$ cat src/hw/opa_regs.svh
// Purpose: register map, field positions and codes of the output phase adjust/align block
// Assumes: AXI4-Lite byte addresses, 32-bit words, three outputs
// Notes:   definitions only
`ifndef OPA_REGS_SVH
`define OPA_REGS_SVH

// ----------------------------------------------------------------
// addresses
// ----------------------------------------------------------------
`define OPA_ADDR_CTRL      8'h00
`define OPA_ADDR_SRC       8'h04
`define OPA_ADDR_STAT      8'h08
`define OPA_PAGE_OCR1      4'h1
`define OPA_PAGE_OPH       4'h2
`define OPA_PAGE_OCR2      4'h3
`define OPA_NUM_OUT        2'd3

// ----------------------------------------------------------------
// phase_ctrl_one fields
// ----------------------------------------------------------------
`define OPA_CTRL_MODE      0
`define OPA_CTRL_ARM       1
`define OPA_CTRL_SOFTWARE_TRIGGER_BIT      2
`define OPA_CTRL_RST       3
`define OPA_CTRL_TRIGGER_INVERT      4
`define OPA_MODE_ALIGN     1'b0

// ----------------------------------------------------------------
// phase_source_select fields and codes
// ----------------------------------------------------------------
`define OPA_SRC_ARM_LSB    0
`define OPA_SRC_TRG_LSB    4
`define OPA_SRC_AGPIO_LSB  8
`define OPA_SRC_TGPIO_LSB  10
`define OPA_ASRC_SW        4'h1
`define OPA_ASRC_APLL      4'h2
`define OPA_ASRC_DPLL      4'h3
`define OPA_ASRC_GPIO      4'h4
`define OPA_TSRC_SW        4'h0
`define OPA_TSRC_APLL      4'h1
`define OPA_TSRC_DPLL      4'h2
`define OPA_TSRC_REFCLK    4'h3
`define OPA_TSRC_GPIO      4'h4

// ----------------------------------------------------------------
// phase_status fields
// ----------------------------------------------------------------
`define OPA_STAT_ARMED     0
`define OPA_STAT_BUSY      1
`define OPA_STAT_DONE      2

// ----------------------------------------------------------------
// per-output fields
// ----------------------------------------------------------------
`define OPA_OCR1_EN        7
`define OPA_OCR2_POL       0
`define OPA_OCR2_FMT_LSB   1
`define OPA_FMT_HSTL       2'h1
`define OPA_FMT_CMOS_PINV  2'h3

// ----------------------------------------------------------------
// reset values, timing, responses
// ----------------------------------------------------------------
`define OPA_RST_CTRL       5'h00
`define OPA_RST_SRC        12'h000
`define OPA_RST_BYTE       8'h00
`define OPA_RST_OCR2       3'h0
`define OPA_BUSY_CYC       3'h4
`define OPA_RESP_OKAY      2'h0
`define OPA_RESP_SLVERR    2'h2

`endif

$ cat src/hw/opa_pkg.sv
// Purpose: types of the output phase adjust/align block
// Assumes: opa_regs.svh holds all numbers
// Notes:   none
package opa_pkg;

	typedef enum logic [1:0] {
		OPA_IDLE,
		OPA_ARMED,
		OPA_APPLY,
		OPA_BUSY
	} opa_state_e;

	// command to one output's medium-speed divider
	typedef struct packed {
		logic       div_reset;
		logic       adjust;
		logic       invert;
		logic [7:0] amount;
	} opa_out_cmd_s;

endpackage

$ cat src/hw/opa_phase_ctrl.sv
// Purpose: arm/trigger controller for output clock phase adjustment and alignment
// Assumes: all inputs synchronous to core_clk_in; AXI4-Lite register access
// Notes:   the dividers themselves sit outside; this block issues their commands
//
// Operation
// - adjust shifts phase from latest in either mode; needs enable bit, nonzero amount.
// - arm source is software arm bit rise, APLL lock, DPLL lock or GPIO.
// - trigger source is trigger bit, APLL lock, DPLL lock, reference clock rise or GPIO.
// - trigger invert flips selected trigger, so one GPIO arms and triggers.
// - arm event waits for the next trigger, which applies the adjustment.
// - one trigger moves all participating outputs, each by its own amount.
// - outputs with medium divide zero never adjust.
// - amount counts half high-speed divider periods.
// - divider alters exactly one period, longer or shorter high time.
// - phase-logic reset cancels pending arm and returns machine to idle.
// - armed and busy are live flags; done is latched.
// - trigger bit is not self-clearing; software clears it when re-arming.
// - alignment mode resets participating dividers just before adjusting.
// - HSTL and inverted-P CMOS outputs are opposite CML unless polarity set.
// - adjustment happens in medium dividers at half-period resolution.
//
// Design decisions made here: the AXI4-Lite interface to the registers and the register offsets.
`timescale 1ns/1ps
`include "opa_regs.svh"

module opa_phase_ctrl (
	input  wire logic                         core_clk_in,
	input  wire logic                         rst_b_in,
	input  wire logic [7:0]                   s_axi_awaddr_in,
	input  wire logic                         s_axi_awvalid_in,
	output logic                              s_axi_awready_out,
	input  wire logic [31:0]                  s_axi_wdata_in,
	input  wire logic [3:0]                   s_axi_wstrb_in,
	input  wire logic                         s_axi_wvalid_in,
	output logic                              s_axi_wready_out,
	output logic [1:0]                        s_axi_bresp_out,
	output logic                              s_axi_bvalid_out,
	input  wire logic                         s_axi_bready_in,
	input  wire logic [7:0]                   s_axi_araddr_in,
	input  wire logic                         s_axi_arvalid_in,
	output logic                              s_axi_arready_out,
	output logic [31:0]                       s_axi_rdata_out,
	output logic [1:0]                        s_axi_rresp_out,
	output logic                              s_axi_rvalid_out,
	input  wire logic                         s_axi_rready_in,
	input  wire logic                         apll_lock_in,
	input  wire logic                         dpll_lock_in,
	input  wire logic                         dpll_ref_clk_in,
	input  wire logic [3:0]                   gpio_in,
	output opa_pkg::opa_out_cmd_s [2:0]       out_cmd_out,
	output logic                              armed_out,
	output logic                              busy_out,
	output logic                              adjust_done_out
);
	import opa_pkg::*;

	// ----------------------------------------------------------------
	// decoding
	// ----------------------------------------------------------------
	function automatic logic opa_mapped(input logic [7:0] a);
		logic page_ok;
		page_ok = (a[7:4] == `OPA_PAGE_OCR1) || (a[7:4] == `OPA_PAGE_OPH) || (a[7:4] == `OPA_PAGE_OCR2);
		opa_mapped = (a[1:0] == 2'h0) &&
			((a == `OPA_ADDR_CTRL) || (a == `OPA_ADDR_SRC) || (a == `OPA_ADDR_STAT) ||
			(page_ok && (a[3:2] < `OPA_NUM_OUT)));
	endfunction

	function automatic logic [31:0] opa_merge(input logic [31:0] old_v, input logic [31:0] new_v,
		input logic [3:0] strb);
		logic [31:0] m;
		m = old_v;
		for (int b = 0; b < 4; b++) begin
			if (strb[b]) begin
				m[b*8 +: 8] = new_v[b*8 +: 8];
			end
		end
		opa_merge = m;
	endfunction

	logic [4:0]  phase_ctrl_one;
	logic [11:0] phase_source_select;
	logic        phase_rst;
	logic [7:0]  output_ctrl_one [3];
	logic [7:0]  output_phase_amount_reg [3];
	logic [2:0]  output_ctrl_two [3];
	opa_state_e  state;
	logic [2:0]  busy_cnt;
	logic        arm_prev;
	logic        trg_prev;
	logic        arm_lvl;
	logic        trg_lvl;
	logic        arm_evt;
	logic        trg_evt;
	logic        wr_hs;
	logic [31:0] wr_old;
	logic [31:0] wr_val;
	logic [31:0] rd_val;
	logic        done_set;

	assign wr_hs = s_axi_awready_out && s_axi_awvalid_in;

	// ----------------------------------------------------------------
	// axi4-lite slave
	// ----------------------------------------------------------------
	always_ff @(posedge core_clk_in or negedge rst_b_in) begin
		if (!rst_b_in) begin
			s_axi_awready_out <= 1'b0;
			s_axi_wready_out  <= 1'b0;
			s_axi_bvalid_out  <= 1'b0;
			s_axi_bresp_out   <= `OPA_RESP_OKAY;
		end else begin
			s_axi_awready_out <= s_axi_awvalid_in && s_axi_wvalid_in && !s_axi_awready_out && !s_axi_bvalid_out;
			s_axi_wready_out  <= s_axi_awvalid_in && s_axi_wvalid_in && !s_axi_awready_out && !s_axi_bvalid_out;
			if (wr_hs) begin
				s_axi_bvalid_out <= 1'b1;
				s_axi_bresp_out  <= opa_mapped(s_axi_awaddr_in) ? `OPA_RESP_OKAY : `OPA_RESP_SLVERR;
			end else if (s_axi_bready_in) begin
				s_axi_bvalid_out <= 1'b0;
			end
		end
	end

	always_comb begin
		wr_old = 32'h0;
		case (s_axi_awaddr_in[7:4])
			4'h0:           wr_old = (s_axi_awaddr_in == `OPA_ADDR_SRC) ? {20'h0, phase_source_select} :
				(s_axi_awaddr_in == `OPA_ADDR_CTRL) ? {27'h0, phase_ctrl_one} : 32'h0;
			`OPA_PAGE_OCR1: wr_old = {24'h0, output_ctrl_one[s_axi_awaddr_in[3:2]]};
			`OPA_PAGE_OPH:  wr_old = {24'h0, output_phase_amount_reg[s_axi_awaddr_in[3:2]]};
			`OPA_PAGE_OCR2: wr_old = {29'h0, output_ctrl_two[s_axi_awaddr_in[3:2]]};
			default:        wr_old = 32'h0;
		endcase
		wr_val = opa_merge(wr_old, s_axi_wdata_in, s_axi_wstrb_in);
	end

	always_ff @(posedge core_clk_in or negedge rst_b_in) begin
		if (!rst_b_in) begin
			phase_ctrl_one      <= `OPA_RST_CTRL;
			phase_source_select <= `OPA_RST_SRC;
			phase_rst           <= 1'b0;
		end else begin
			phase_rst <= 1'b0;
			if (wr_hs && (s_axi_awaddr_in == `OPA_ADDR_CTRL)) begin
				// trigger bit stays as written; software clears it itself
				phase_ctrl_one <= wr_val[4:0] & ~(5'h1 << `OPA_CTRL_RST);
				phase_rst      <= wr_val[`OPA_CTRL_RST];
			end
			if (wr_hs && (s_axi_awaddr_in == `OPA_ADDR_SRC)) begin
				phase_source_select <= wr_val[11:0];
			end
		end
	end

	generate
		for (genvar gk = 0; gk < 3; gk++) begin : g_out_reg
			always_ff @(posedge core_clk_in or negedge rst_b_in) begin
				if (!rst_b_in) begin
					output_ctrl_one[gk]         <= `OPA_RST_BYTE;
					output_phase_amount_reg[gk] <= `OPA_RST_BYTE;
					output_ctrl_two[gk]         <= `OPA_RST_OCR2;
				end else if (wr_hs && opa_mapped(s_axi_awaddr_in) && (s_axi_awaddr_in[3:2] == 2'(gk))) begin
					case (s_axi_awaddr_in[7:4])
						`OPA_PAGE_OCR1: output_ctrl_one[gk]         <= wr_val[7:0];
						`OPA_PAGE_OPH:  output_phase_amount_reg[gk] <= wr_val[7:0];
						`OPA_PAGE_OCR2: output_ctrl_two[gk]         <= wr_val[2:0];
						default:        output_ctrl_one[gk]         <= output_ctrl_one[gk];
					endcase
				end
			end
		end
	endgenerate

	always_comb begin
		rd_val = 32'h0;
		case (s_axi_araddr_in[7:4])
			4'h0:           rd_val = (s_axi_araddr_in == `OPA_ADDR_CTRL) ? {27'h0, phase_ctrl_one} :
				(s_axi_araddr_in == `OPA_ADDR_SRC) ? {20'h0, phase_source_select} :
				{29'h0, adjust_done_out, busy_out, armed_out};
			`OPA_PAGE_OCR1: rd_val = {24'h0, output_ctrl_one[s_axi_araddr_in[3:2]]};
			`OPA_PAGE_OPH:  rd_val = {24'h0, output_phase_amount_reg[s_axi_araddr_in[3:2]]};
			`OPA_PAGE_OCR2: rd_val = {29'h0, output_ctrl_two[s_axi_araddr_in[3:2]]};
			default:        rd_val = 32'h0;
		endcase
		if (!opa_mapped(s_axi_araddr_in)) begin
			rd_val = 32'h0;
		end
	end

	always_ff @(posedge core_clk_in or negedge rst_b_in) begin
		if (!rst_b_in) begin
			s_axi_arready_out <= 1'b0;
			s_axi_rvalid_out  <= 1'b0;
			s_axi_rdata_out   <= 32'h0;
			s_axi_rresp_out   <= `OPA_RESP_OKAY;
		end else begin
			s_axi_arready_out <= s_axi_arvalid_in && !s_axi_arready_out && !s_axi_rvalid_out;
			if (s_axi_arready_out && s_axi_arvalid_in) begin
				s_axi_rvalid_out <= 1'b1;
				s_axi_rdata_out  <= rd_val;
				s_axi_rresp_out  <= opa_mapped(s_axi_araddr_in) ? `OPA_RESP_OKAY : `OPA_RESP_SLVERR;
			end else if (s_axi_rready_in) begin
				s_axi_rvalid_out <= 1'b0;
			end
		end
	end

	// ----------------------------------------------------------------
	// arm and trigger sources
	// ----------------------------------------------------------------
	always_comb begin
		case (phase_source_select[`OPA_SRC_ARM_LSB +: 4])
			`OPA_ASRC_SW:   arm_lvl = phase_ctrl_one[`OPA_CTRL_ARM];
			`OPA_ASRC_APLL: arm_lvl = apll_lock_in;
			`OPA_ASRC_DPLL: arm_lvl = dpll_lock_in;
			`OPA_ASRC_GPIO: arm_lvl = gpio_in[phase_source_select[`OPA_SRC_AGPIO_LSB +: 2]];
			default:        arm_lvl = 1'b0;
		endcase
		case (phase_source_select[`OPA_SRC_TRG_LSB +: 4])
			`OPA_TSRC_SW:     trg_lvl = phase_ctrl_one[`OPA_CTRL_SOFTWARE_TRIGGER_BIT];
			`OPA_TSRC_APLL:   trg_lvl = apll_lock_in;
			`OPA_TSRC_DPLL:   trg_lvl = dpll_lock_in;
			`OPA_TSRC_REFCLK: trg_lvl = dpll_ref_clk_in;
			`OPA_TSRC_GPIO:   trg_lvl = gpio_in[phase_source_select[`OPA_SRC_TGPIO_LSB +: 2]];
			default:          trg_lvl = 1'b0;
		endcase
		trg_lvl = trg_lvl ^ phase_ctrl_one[`OPA_CTRL_TRIGGER_INVERT];
		arm_evt = arm_lvl && !arm_prev;
		trg_evt = trg_lvl && !trg_prev;
	end

	always_ff @(posedge core_clk_in or negedge rst_b_in) begin
		if (!rst_b_in) begin
			arm_prev <= 1'b0;
			trg_prev <= 1'b0;
		end else begin
			arm_prev <= arm_lvl;
			trg_prev <= trg_lvl;
		end
	end

	// ----------------------------------------------------------------
	// adjust/align state machine
	// ----------------------------------------------------------------
	always_ff @(posedge core_clk_in or negedge rst_b_in) begin
		if (!rst_b_in) begin
			state    <= OPA_IDLE;
			busy_cnt <= 3'h0;
		end else if (phase_rst) begin
			state    <= OPA_IDLE;
			busy_cnt <= 3'h0;
		end else begin
			case (state)
				OPA_IDLE: begin
					if (arm_evt) begin
						state <= OPA_ARMED;
					end
				end
				OPA_ARMED: begin
					if (trg_evt) begin
						state <= OPA_APPLY;
					end
				end
				OPA_APPLY: begin
					state    <= OPA_BUSY;
					busy_cnt <= `OPA_BUSY_CYC - 3'h1;
				end
				OPA_BUSY: begin
					if (busy_cnt == 3'h0) begin
						state <= OPA_IDLE;
					end else begin
						busy_cnt <= busy_cnt - 3'h1;
					end
				end
				default: state <= OPA_IDLE;
			endcase
		end
	end

	assign done_set = (state == OPA_BUSY) && (busy_cnt == 3'h0) && !phase_rst;

	// ----------------------------------------------------------------
	// status flags
	// ----------------------------------------------------------------
	always_ff @(posedge core_clk_in or negedge rst_b_in) begin
		if (!rst_b_in) begin
			armed_out       <= 1'b0;
			busy_out        <= 1'b0;
			adjust_done_out <= 1'b0;
		end else begin
			armed_out <= !phase_rst && (((state == OPA_IDLE) && arm_evt) ||
				((state == OPA_ARMED) && !trg_evt));
			busy_out  <= !phase_rst && (((state == OPA_ARMED) && trg_evt) || (state == OPA_APPLY) ||
				((state == OPA_BUSY) && (busy_cnt != 3'h0)));
			// a completion in the clearing cycle wins
			if (done_set) begin
				adjust_done_out <= 1'b1;
			end else if (wr_hs && (s_axi_awaddr_in == `OPA_ADDR_STAT) && wr_val[`OPA_STAT_DONE]) begin
				adjust_done_out <= 1'b0;
			end
		end
	end

	// ----------------------------------------------------------------
	// per-output divider commands
	// ----------------------------------------------------------------
	generate
		for (genvar gk = 0; gk < 3; gk++) begin : g_out_cmd
			logic part;
			logic [1:0] fmt;
			assign part = output_ctrl_one[gk][`OPA_OCR1_EN] && (output_ctrl_one[gk][6:0] != 7'h0);
			assign fmt  = output_ctrl_two[gk][`OPA_OCR2_FMT_LSB +: 2];
			always_ff @(posedge core_clk_in or negedge rst_b_in) begin
				if (!rst_b_in) begin
					out_cmd_out[gk] <= '0;
				end else begin
					// dividers reset one cycle ahead of the adjust pulse
					out_cmd_out[gk].div_reset <= (state == OPA_ARMED) && trg_evt && !phase_rst && part &&
						(phase_ctrl_one[`OPA_CTRL_MODE] == `OPA_MODE_ALIGN);
					out_cmd_out[gk].adjust <= (state == OPA_APPLY) && !phase_rst && part &&
						(output_phase_amount_reg[gk] != 8'h0);
					out_cmd_out[gk].amount <= output_phase_amount_reg[gk];
					out_cmd_out[gk].invert <= output_ctrl_two[gk][`OPA_OCR2_POL] ^
						((fmt == `OPA_FMT_HSTL) || (fmt == `OPA_FMT_CMOS_PINV));
				end
			end
		end
	endgenerate

endmodule

$ cat config.mk
export PLATFORM = sky130hd
export DESIGN_NAME = opa_phase_ctrl
export DESIGN_NICKNAME = d
export VERILOG_FILES = /design/src/hw/opa_pkg.sv /design/src/hw/opa_phase_ctrl.sv
export VERILOG_INCLUDE_DIRS = /design/src /design/src/hw
export SDC_FILE = /design/constraint.sdc
export NUM_CORES = 1
export LEC_CHECK = 0
export ABC_AREA = 1
export BUFFER_PORTS_ARGS = -buffer_cell sky130_fd_sc_hd__clkbuf_2
export CAP_MARGIN = 5
export CORE_ASPECT_RATIO = 0.5
export CORE_MARGIN = 2
export CORE_UTILIZATION = 51
export DETAILED_ROUTE_END_ITERATION = 7
export GPL_TIMING_DRIVEN = 1
export PLACE_DENSITY = 0.83
export SYNTH_ARGS = -nofsm -noshare
export SYNTH_HDL_FRONTEND = slang
export SYNTH_SLANG_ARGS = --single-unit
$ cat constraint.sdc
create_clock -name core_clk_in -period 2.2 [get_ports core_clk_in]
set_input_delay 0 -clock core_clk_in [delete_from_list [all_inputs] [get_ports core_clk_in]]
set_output_delay 0 -clock core_clk_in [all_outputs]
set_load 0.01 [all_outputs]
==> results of run 1 <==
==> what timing repair did <==
action                     4_1_cts  5_1_grt
resized for setup                0        7
buffers inserted                 0       13
setup endpoints to repair        0       42
hold buffers                    16        0
hold endpoints to repair        88        0
==> Yosys cell counts (3+ instances only) <==
master | number | share of area [%]
nor3_1 | 9 | 0.66
buf_2 | 4 | 0.29
mux2_2 | 4 | 0.66
nor2_1 | 46 | 2.5
o21ai_0 | 65 | 4.8
o31ai_1 | 6 | 0.66
nand2_1 | 287 | 16
nor4_1 | 6 | 0.55
a22o_1 | 3 | 0.38
inv_2 | 13 | 0.71
nand3_1 | 27 | 2.0
buf_6 | 4 | 0.66
ha_1 | 6 | 1.1
a211oi_1 | 3 | 0.33
nand4_1 | 4 | 0.37
o22ai_1 | 6 | 0.55
xor2_1 | 3 | 0.38
nand2_2 | 5 | 0.46
dfrtp_1 | 135 | 49
o211ai_1 | 12 | 1.3
buf_4 | 26 | 2.9
nor2_2 | 3 | 0.27
nor2_4 | 7 | 1.2
o21ai_1 | 16 | 1.2
a21oi_1 | 12 | 0.88
inv_1 | 106 | 5.8
o221ai_1 | 17 | 2.2
==> worst paths after layout <==
| check | to | slack, ns | depth (start not counted) |
|---|---|---|---|
| setup reg to reg | output_phase_amount_reg[9]$_DFFE_PN0P_ | 0.22 | 8 |
| max in group asynchronous | s_axi_rdata_out[0]$_DFFE_PN0P_ | 1.33 | 3 |
| hold / removal | output_phase_amount_reg[23]$_DFFE_PN0P_ | 0.02 | 5 |
| hold reg to reg | out_cmd_out[13]$_DFF_PN0_ | 0.41 | 0 |
| setup / recovery | output_phase_amount_reg[7]$_DFFE_PN0P_ | 0.04 | 13 |
| min in group asynchronous | g_out_cmd[1].fmt[1]$_DFFE_PN0P_ | 0.15 | 2 |
==> cells by family (layout without fill, tap and decap cells) <==
| logic type | count (synthesis) | after routing | synth area share [%] |
|---|---|---|---|
| xor+xnor | 3 | 3 | 0.385 |
| simple gates | 398 | 398 | 24.4 |
| mux | 5 | 5 | 0.989 |
| flops | 135 | 135 | 49.5 |
| other cells | 1 | 22 | 0.0549 |
| buf+inv | 156 | 294 | 10.5 |
| fa+ha+maj | 6 | 6 | 1.10 |
| compound gates | 147 | 147 | 13.1 |
==> layer usage <==
layer  global-route usage (%)  part of all wire, %  vias to the layer above
met1                     37.8                   40                     3077
met4                     9.09                  2.0                        0
li1                         -                    -                     2998
met2                     45.2                   45                      431
met3                     8.63                   12                       48
met5                        0                    0                        -
==> area by class of cell <==
cell class | count | area share [%]
clock inverters | 13 | 1.86
repair buffers | 143 | 10.5
multi-input cells | 581 | 33.8
inverters | 119 | 5.41
well taps | 170 | 2.55
clock buffers | 19 | 5.42
flip-flops and latches | 135 | 40.5
==> worst max-delay path: stages <==
cell and delay, ns:
dlygate4sd3_1 0.55, clkbuf_2 0.13, nor2_4 0.11, dlygate4sd3_1 0.55, o21ai_0 0.09, nor2_1 0.19
inv_1 0.10, nor2_1 0.12, inv_2 0.09, nor2_4 0.23, inv_4 0.10, nand2_1 0.09
o21ai_1 0.09
==> report_power, final <==
group	internal, mW	switching (mW)	total (mW)
combinational	0.272	0.549	0.821
sequential	2.56	0.0604	2.63
clock	1.76	1.19	2.95
==> per-stage QoR <==
stage	cells	total power, mW
floorplan	872	3.18
global placement	1119	3.40
detailed placement	1119	3.45
CTS	1167	6.40
global route	1180	6.62
finish	1180	6.40
==> metrics, run 1 <==
Die H 85.8 um; hold slack 0.0212 ns; final core occ 64.8%; Max-Cap Viols 0; initial antenna violation count 0; IO buf count 98; CTS Buf Count 17; ANT cells 0; critical path class in -> reg; DR pass1 iterations 5; Worst slew margin 52.3%; vias per cell 5.55; asr flop ratio synth 100%; min Tclk post-route 2.16 ns; Nets 1,069; H-tree lvl count 4; Worst setup EP type flop; GR Overflow Total 0; EDFF count, synth 0; synthesis-stage register bit count 135; row count 29; Fillers 1,031; Syn. warnings 0; Reg2Reg Launch Point output_phase_amount_reg[9]$_DFFE_PN0P_; DP Worst Slack 0.223 ns; Area Overhead vs Synth 22.3%; clock skew 0.0104 ns; CP startpoint s_axi_awaddr_in[6]; Critical Path Start Type primary input; setup TNS 0 ns; Yosys cell types 38; Hold WC Path Type in -> reg; PD cells 766 nW/um^2; fmax 0.463 GHz; Static Leak 4.25 nW; WL final 20,000 um; Period Utilization, post-route 98.3%; die area 14,400 um^2; clk_lat worst skew 0.43 ns; CTS tree done; Die Wd 168 um; share of layout cells above drive strength 1 19.9%; hold path startpoint s_axi_wdata_in[7]; initial core utilization 53.0%; via count 6,554; status complete, no violations; I/O pin cnt 143; register area 3380 um^2; commonest non-fill, non-tap cell in the layout nand2_1; Main synth FF type dfrtp_1; GP Congestion 0.966; CTS Sinks 135; number of global-route vias before repair 6,050; unrepaired setup endpoints after global routing true; final-report max-slew violation count 0; arrival time at the worst endpoint 2.45 ns; largest net degree at the start of global routing 74; register area share after synthesis 49.5%; max FFs per register 33; required time worst endpoint 2.48 ns; Placed Area 7460 um^2; Final HPWL DP 14,300 um; Slew @ Worst Pin 0.707 ns; Setup-failing EPs final 0; post-synthesis area per instance 8.02 um^2; gr usage total 28.4%; ANT nets after route 0; Cells after Synth 851; area of the multi-input gates 2830 um^2; post-route setup slack 0.0379 ns; CTS clock-pin slew for the worst setup and hold paths 0.06 ns; Post-Syn Area 6830 um^2; peak supply drop 0.479 mV; most frequent cells in the layout nand2_1, dfrtp_1, inv_1; DRC Markers 0; Clock Tree Buf Depth 2; global-route wire length before repair 31,100 um; final instance area 8350 um^2; core area 12,900 um^2; clk root buf clkbuf_16; routed len/inst 16.9 um; initial DRC count 815; final hold violations 0; Critical Path Fanout Max 10
Power figures use the tool's default switching activity.
==> run 2, diff against run 1 <==
--- a/config.mk
+++ b/config.mk
@@ -14,7 +14,8 @@
 export CORE_UTILIZATION = 51
 export DETAILED_ROUTE_END_ITERATION = 7
 export GPL_TIMING_DRIVEN = 1
-export PLACE_DENSITY = 0.83
+export PLACE_DENSITY_LB_ADDON = 0.08
+export SETUP_SLACK_MARGIN = 0.3
 export SYNTH_ARGS = -nofsm -noshare
 export SYNTH_HDL_FRONTEND = slang
 export SYNTH_SLANG_ARGS = --single-unit
==> run 2 against run 1 <==
Global-route usage is 0.10 points higher. Critical path depth is 4 lower. Setup slack better by 0.44 ns. Combinational power is 0.5% higher. Flip-flop and latch count stayed put. Sequential power hardly changed.
==> metrics, run 2 (synthesis results as in run 1) <==
Area Overhead vs Synth 21.1% (was 22.3%); CTS Sinks 135 (unchanged); clk_lat worst skew 0.42 ns (was 0.43 ns); initial antenna violation count 0 (unchanged); Period Utilization, post-route 78.3% (was 98.3%); Clock Tree Buf Depth 2 (unchanged); DRC Markers 0 (unchanged); initial DRC count 707 (was 815); CP Buf/Inv Count 1 (was 6); ANT nets after route 0 (unchanged); clk root buf clkbuf_16 (unchanged); CTS Buf Count 17 (unchanged); critical path's largest stage delay 0.39 ns (was 0.55 ns); Final HPWL DP 14,200 um (was 14,300 um); peak supply drop 0.498 mV (was 0.479 mV); PD cells 748 nW/um^2 (was 766 nW/um^2); H-tree lvl count 4 (unchanged); busiest grt layer met1 (was met2); ANT cells 0 (unchanged); min Tclk post-route 1.72 ns (was 2.16 ns); CTS clock-pin slew for the worst setup and hold paths 0.06 ns (about the same); GR Overflow Total 0 (unchanged); WL final 19,400 um (was 20,000 um); final hold violations 0 (unchanged); largest net degree at the start of global routing 47 (was 74); setup TNS 0 ns (unchanged); switching share of power 30.0% (was 28.1%); share of layout cells above drive strength 1 19.3% (was 19.9%); Nets 1,062 (was 1,069); GRT met3 Usage 8.77% (was 8.63%); global-route wire length before repair 31,400 um (was 31,100 um); Die H 85.8 um (unchanged); initial core utilization 53.0% (unchanged); required time worst endpoint 2.51 ns (was 2.48 ns); GP Congestion 0.977 (was 0.966); DR pass1 iterations 6 (was 5); Setup-failing EPs final 0 (unchanged); fmax 0.580 GHz (was 0.463 GHz); unrepaired setup endpoints after global routing false (was true); final-report max-slew violation count 0 (unchanged); Slew @ Worst Pin 0.753 ns (was 0.707 ns); routed len/inst 16.5 um (was 16.9 um); status complete, no violations (unchanged); Critical Path Start Type flop (was primary input); cell breakdown of the critical path inv_1, o211ai_1, nand2_1, nand2_1, o21ai_1, nand2_1, nand2_1, nand2_1, nand2_1 (was dlygate4sd3_1, clkbuf_2, nor2_4, dlygate4sd3_1, o21ai_0, nor2_1, inv_1, nor2_1, inv_2, nor2_4, inv_4, nand2_1, o21ai_1); max FFs per register 33 (unchanged); commonest non-fill, non-tap cell in the layout nand2_1 (unchanged); die area 14,400 um^2 (unchanged); most frequent cells in the layout nand2_1, dfrtp_1, inv_1 (unchanged); Fillers 1,133 (was 1,031); arrival time at the worst endpoint 2.03 ns (was 2.45 ns); sequential power share 42.4% (was 41.0%); hold slack 0.0427 ns (was 0.0212 ns); Clock Power Share 44.2% (was 46.1%); vias per cell 5.35 (was 5.55); cell family with most CP delay simple AND/OR/NAND/NOR gates (was buffers and inverters); number of global-route vias before repair 5,888 (was 6,050); P_int 4.33 mW (was 4.60 mW); Max-Cap Viols 0 (unchanged); row count 29 (unchanged); Critical-path top delay cell nand2_1 (was dlygate4sd3_1); clock skew 0.0131 ns (was 0.0104 ns); M2 GR Usage 40.7% (was 45.2%); via count 6,274 (was 6,554); crit-path most repeated cell nand2_1; Die Wd 168 um (unchanged); gr usage total 28.5% (was 28.4%); Critical Path Fanout Max 12 (was 10); core area 12,900 um^2 (unchanged); CTS tree done (unchanged); Hold WC Path Type in -> reg (unchanged); Static Leak 4.18 nW (was 4.25 nW); Worst slew margin 49.1% (was 52.3%); critical path class reg -> reg (was in -> reg); IO buf count 98 (unchanged); Worst setup EP type flop (unchanged); GR Util met1 42.5% (was 37.8%); share of total power in combinational logic 13.3% (was 12.8%); I/O pin cnt 143 (unchanged); Psw 1.86 mW (was 1.80 mW)
==> run 2: cell types whose count changed in the layout (fill, tap and decap cells not counted), sizes merged, moves of 2 or more <==
cell	previous run	this run
buf	30	22
bufinv	2	0
clkbuf	116	114
clkinv	0	2
==> run 2: routing by layer <==
| metal | share of wire (%) | wire length [um] |
|---|---|---|
| met1 | 47 | 9190 |
| met2 | 42 | 8120 |
| met3 | 9.7 | 1880 |
| met4 | 0.94 | 183 |
| met5 | 0 | 0 |
==> run 2: worst paths after layout <==
path	slack [ns]	cells past startpoint	startpoint	endpoint
worst min register to register	0.40	0	output_phase_amount_reg[11]$_DFFE_PN0P_	out_cmd_out[14]$_DFF_PN0_
worst min-delay path	0.04	4	s_axi_araddr_in[6]	s_axi_rdata_out[7]$_DFFE_PN0P_
worst max register to register	0.48	9	output_phase_amount_reg[10]$_DFFE_PN0P_	adjust_done_out$_DFFE_PN0P_
min in group asynchronous	0.06	2	rst_b_in	out_cmd_out[8]$_DFF_PN0_
max in group asynchronous	1.43	3	rst_b_in	output_ctrl_one[17]$_DFFE_PN0P_
worst max-delay path	0.48	9	output_phase_amount_reg[10]$_DFFE_PN0P_	adjust_done_out$_DFFE_PN0P_
==> run 2: cell type report <==
type	count	area (um^2)	area share [%]
well taps	170	213	2.57
flip-flops and latches	135	3380	40.9
clock buffers	17	425	5.14
repair buffers	136	850	10.3
clock inverters	15	130	1.57
inverters	119	447	5.40
multi-input cells	581	2830	34.2
==> run 2: power by group through the flow <==
stage               Combinational (mW)  Clock (mW)  Sequential (mW)
floorplan                        0.513           0             2.67
CTS                              0.813        2.75             2.62
detailed placement               0.788           0             2.67
finish                           0.825        2.74             2.62
global placement                 0.756           0             2.66
global route                     0.949        2.88             2.63
==> run 2: worst min-delay path, stage by stage <==
cell      delay, ns
clkbuf_2       0.09
nor2_1         0.05
nand4_1        0.17
o21ai_0        0.11
==> run 2: timing repair <==
| action | CTS | global route |
|---|---|---|
| gates resized for setup | 0 | 6 |
| setup endpoints to repair | 0 | 57 |
| hold buffers | 17 | 0 |
| buffers inserted | 0 | 4 |
| endpoints found under the hold margin | 158 | 0 |
==> run 2: stage by stage <==
stage               area (um^2)  utilization (%)  power [mW]  std cells  setup slack [ns]
floorplan                  6910                -        3.18        872             0.654
global placement           7500             58.2        3.42       1120             0.339
detailed placement         7500             58.2        3.45       1120             0.316
CTS                        8220             63.8        6.18       1169             0.329
global route               8270             64.2        6.46       1173             0.320
finish                     8270             64.2        6.18       1173             0.476
==> run 3, diff against run 2 <==
--- a/config.mk
+++ b/config.mk
@@ -6,12 +6,12 @@
 export SDC_FILE = /design/constraint.sdc
 export NUM_CORES = 1
 export LEC_CHECK = 0
-export ABC_AREA = 1
+export ABC_AREA = 0
 export BUFFER_PORTS_ARGS = -buffer_cell sky130_fd_sc_hd__clkbuf_2
 export CAP_MARGIN = 5
 export CORE_ASPECT_RATIO = 0.5
 export CORE_MARGIN = 2
-export CORE_UTILIZATION = 51
+export CORE_UTILIZATION = 50
 export DETAILED_ROUTE_END_ITERATION = 7
 export GPL_TIMING_DRIVEN = 1
 export PLACE_DENSITY_LB_ADDON = 0.08
==> constraint.sdc (replaced) <==
create_clock -name core_clk_in -period 1.5 [get_ports core_clk_in]
set_input_delay 0 -clock core_clk_in [delete_from_list [all_inputs] [get_ports core_clk_in]]
set_output_delay 0 -clock core_clk_in [all_outputs]
set_load 0.01 [all_outputs]
==> run 3 against run 2 <==
Critical path type unchanged. The flow now finishes with violations (setup timing). Clock power rose by 73%. First-iteration DRC count is 7.1% lower. Cell count decreased by 9.3%. Largest cell class is now multi-input combinational cells. Wire length grew 17%. Total power up 70%. Critical endpoint is now state[0]$_DFFE_PN0P_.
==> metrics, run 3 <==
status complete, but fails checks (was complete, no violations); failing checks setup timing; clk_lat worst skew 0.42 ns (about the same); Main synth FF type dfrtp_1 (unchanged); CP Buf/Inv Count 1 (unchanged); initial core utilization 50.6% (was 53.0%); Max-Cap Viols 0 (unchanged); sequential power share 36.6% (was 42.4%); gr usage total 31.4% (was 28.5%); max FFs per register 33 (unchanged); cell family with most CP delay compound AO/OA/AOI/OAI gates (was simple AND/OR/NAND/NOR gates); register area share after synthesis 49.8% (was 49.5%); CTS Buf Count 17 (unchanged); vias per cell 5.67 (was 5.35); Die Wd 169 um (was 168 um); Hold WC Path Type in -> reg (unchanged); fmax 0.501 GHz (was 0.580 GHz); top post-synthesis cells by area dfrtp_1, mux2_2, mux2i_1 (was dfrtp_1, nand2_1, inv_1); Area Overhead vs Synth 54.2% (was 21.1%); cell breakdown of the critical path buf_12, nor3_4, nor4_2, a211oi_2, xnor2_1, o211a_1, mux2_4 (was inv_1, o211ai_1, nand2_1, nand2_1, o21ai_1, nand2_1, nand2_1, nand2_1, nand2_1); Total Power 10.5 mW (was 6.18 mW); Syn. warnings 0 (unchanged); H-tree lvl count 4 (unchanged); Worst slew margin 63.7% (was 49.1%); initial antenna violation count 0 (unchanged); largest net degree at the start of global routing 41 (was 47); most frequent cells in the layout dfrtp_1, buf_4, clkbuf_2 (was nand2_1, dfrtp_1, inv_1); Static Leak 5.19 nW (was 4.18 nW); ANT cells 0 (unchanged); Reg2Reg Launch Point phase_source_select[4]$_DFFE_PN0P_ (was output_phase_amount_reg[10]$_DFFE_PN0P_); critical path's largest stage delay 0.45 ns (was 0.39 ns); core area 13,400 um^2 (was 12,900 um^2); synth cell count leaders dfrtp_1, mux2_2, mux2i_1, nand2_1, nor2_1 (was nand2_1, dfrtp_1, inv_1, o21ai_0, nor2_1); leading area contributor after synthesis dfrtp_1 (unchanged); Clock Tree Buf Depth 2 (unchanged); Nets 948 (was 1,062); Worst setup EP type flop (unchanged); RR Endpoint state[0]$_DFFE_PN0P_ (was adjust_done_out$_DFFE_PN0P_); CTS clock-pin slew for the worst setup and hold paths 0.06 ns (about the same); global-route wire length before repair 34,100 um (was 31,400 um); CTS tree done (unchanged); Post-Syn Area 6780 um^2 (was 6830 um^2); DR pass1 iterations 5 (was 6); WL final 22,700 um (was 19,400 um); min Tclk post-route 2.00 ns (was 1.72 ns); synthesis-stage register bit count 135 (unchanged); final hold violations 0 (unchanged); final core occ 78.0% (was 64.2%); count leader, synth dfrtp_1 (was nand2_1); area share of the largest cell type after synthesis 49.8% (was 49.5%); unrepaired setup endpoints after global routing true (was false); Setup-failing EPs final 82 (was 0); Die H 86.3 um (was 85.8 um); Critical-path top delay cell dfrtp_2 (was nand2_1); setup TNS -23.98 ns (was 0 ns); final instance area 10,500 um^2 (was 8270 um^2); GR Overflow Total 0 (unchanged); R2R Setup Slk -0.50 ns (was 0.48 ns); CP startpoint phase_source_select[4]$_DFFE_PN0P_ (was output_phase_amount_reg[10]$_DFFE_PN0P_); Final HPWL DP 14,800 um (was 14,200 um); PD cells 1000 nW/um^2 (was 748 nW/um^2); Critical Path Fanout Max 4 (was 12); Slew @ Worst Pin 0.541 ns (was 0.753 ns); clk root buf clkbuf_16 (unchanged); Psw 2.74 mW (was 1.86 mW); Cells after Synth 599 (was 851); Critical Path Start Type flop (unchanged); GP Congestion 0.895 (was 0.977); Clock Power Share 45.1% (was 44.2%); post-route setup slack -0.497 ns (was 0.476 ns); Reg2Reg Depth 7 (was 9); P_int 7.76 mW (was 4.33 mW); Period Utilization, post-route 133% (was 78.3%); DRC Markers 0 (unchanged); clock skew 0.0116 ns (was 0.0131 ns); I/O pin cnt 143 (unchanged); Yosys cell types 56 (was 38); share of total power in combinational logic 18.3% (was 13.3%); commonest non-fill, non-tap cell in the layout dfrtp_1 (was nand2_1); die area 14,600 um^2 (was 14,400 um^2); post-synthesis area per instance 11.3 um^2 (was 8.02 um^2); arrival time at the worst endpoint 2.30 ns (was 2.03 ns); Stages on worst setup path 7 (was 9); routed len/inst 21.4 um (was 16.5 um); asr flop ratio synth 100% (unchanged); EDFF count, synth 0 (unchanged); row count 30 (was 29); final-report max-slew violation count 0 (unchanged); required time worst endpoint 1.80 ns (was 2.51 ns); hold slack 0.0243 ns (was 0.0427 ns); IO buf count 98 (unchanged); Placed Area 8550 um^2 (was 7500 um^2); share of layout cells above drive strength 1 57.7% (was 19.3%); peak supply drop 0.735 mV (was 0.498 mV); number of global-route vias before repair 6,028 (was 5,888); initial DRC count 657 (was 707); worst setup path endpoint state[0]$_DFFE_PN0P_ (was adjust_done_out$_DFFE_PN0P_); CTS Sinks 135 (unchanged); switching share of power 26.1% (was 30.0%); ANT nets after route 0 (unchanged); critical path class reg -> reg (unchanged); via count 6,032 (was 6,274)
[run 3: cell types whose count changed in the layout (fill, tap and decap cells not counted), sizes merged, moves of 9 or more]
cell	delta
inv	-117
a21oi	+14
nand2b	+9
nor2	-14
o221ai	-12
nand2	-245
mux2i	+49
o21ai	-55
o211ai	-12
nand3	-23
buf	+158
mux2	+78
a22oi	+15
[run 3: how the worst min path moves through the flow]
stage                      start                                 endpoint  slack [ns]  cells past startpoint
6_report       s_axi_wdata_in[2]              adjust_done_out$_DFFE_PN0P_        0.02                      4
5_1_grt        s_axi_wdata_in[2]              adjust_done_out$_DFFE_PN0P_        0.04                      4
4_1_cts        s_axi_wdata_in[2]              adjust_done_out$_DFFE_PN0P_        0.02                      4
3_5_place_dp            rst_b_in  output_phase_amount_reg[19]$_DFFE_PN0P_       -0.05                      1
3_3_place_gp            rst_b_in   output_phase_amount_reg[3]$_DFFE_PN0P_       -0.05                      1
2_1_floorplan           rst_b_in              adjust_done_out$_DFFE_PN0P_       -0.30                      0
[run 3: logic make-up (layout without fill, tap and decap cells)]
logic type,count (synthesis),in the layout,share of synthesized area (%)
flip-flops,135,135,49.8
buffers and inverters,61,327,5.04
multiplexers,131,133,21.0
XOR/XNOR,4,4,0.517
AO/OA/AOI/OAI,114,114,11.3
adder cells (fa/ha/maj),6,6,1.11
AND/OR/NAND/NOR,147,147,11.2
other,1,22,0.0553
[run 3: per-stage QoR]
| stage | worst slack, ns | std cells |
|---|---|---|
| final | -0.497 | 1064 |
| after global routing | -0.578 | 1064 |
| after CTS | -0.361 | 1055 |
| after detailed placement | -0.583 | 986 |
| after global placement | -0.559 | 986 |
| after floorplan | -0.358 | 620 |
[run 3: routing by layer]
metal | vias to the layer above | share of wire (%) | global-route usage (%)
met4 | 0 | 1.2 | 8.15
met1 | 3045 | 46 | 45.2
met5 | - | 0 | 0
li1 | 2703 | - | -
met3 | 25 | 7.9 | 8.36
met2 | 259 | 45 | 47.4
[run 3: layout make-up]
cell class                      instances  area [um^2]
Tap cell                              176          220
Multi-Input combinational cell        426         3940
Clock buffer                           20          467
Sequential cell                       135         3380
Clock inverter                         11          195
Inverter                               10         37.5
Fill cell                             822         2950
Timing Repair Buffer                  286         2210
[run 3: power groups by stage]
stage | Combinational (mW) | Sequential, mW | Clock, mW
global placement | 1.39 | 3.89 | 0
detailed placement | 1.42 | 3.90 | 0
CTS | 1.72 | 3.84 | 4.75
global route | 2.06 | 3.85 | 4.91
finish | 1.92 | 3.84 | 4.73
floorplan | 0.794 | 3.91 | 0
[run 3: worst reg2reg max path: cells and delay by family, from the launching register on]
| kind | cells | cell delay [ns] |
|---|---|---|
| compound gates | 2 | 0.46 |
| flops | 1 | 0.45 |
| simple gates | 2 | 0.36 |
| mux | 1 | 0.30 |
| xor+xnor | 1 | 0.19 |
| buf+inv | 1 | 0.15 |
[run 3: repair_timing]
item | 4_1_cts | 5_1_grt
pin swaps | 55 | 34
endpoints found under the setup margin | 102 | 103
setup buffers | 26 | 9
endpoints found under the hold margin | 143 | 0
hold buffers | 10 | 0
gates cloned | 2 | 0
gates resized for setup | 135 | 53
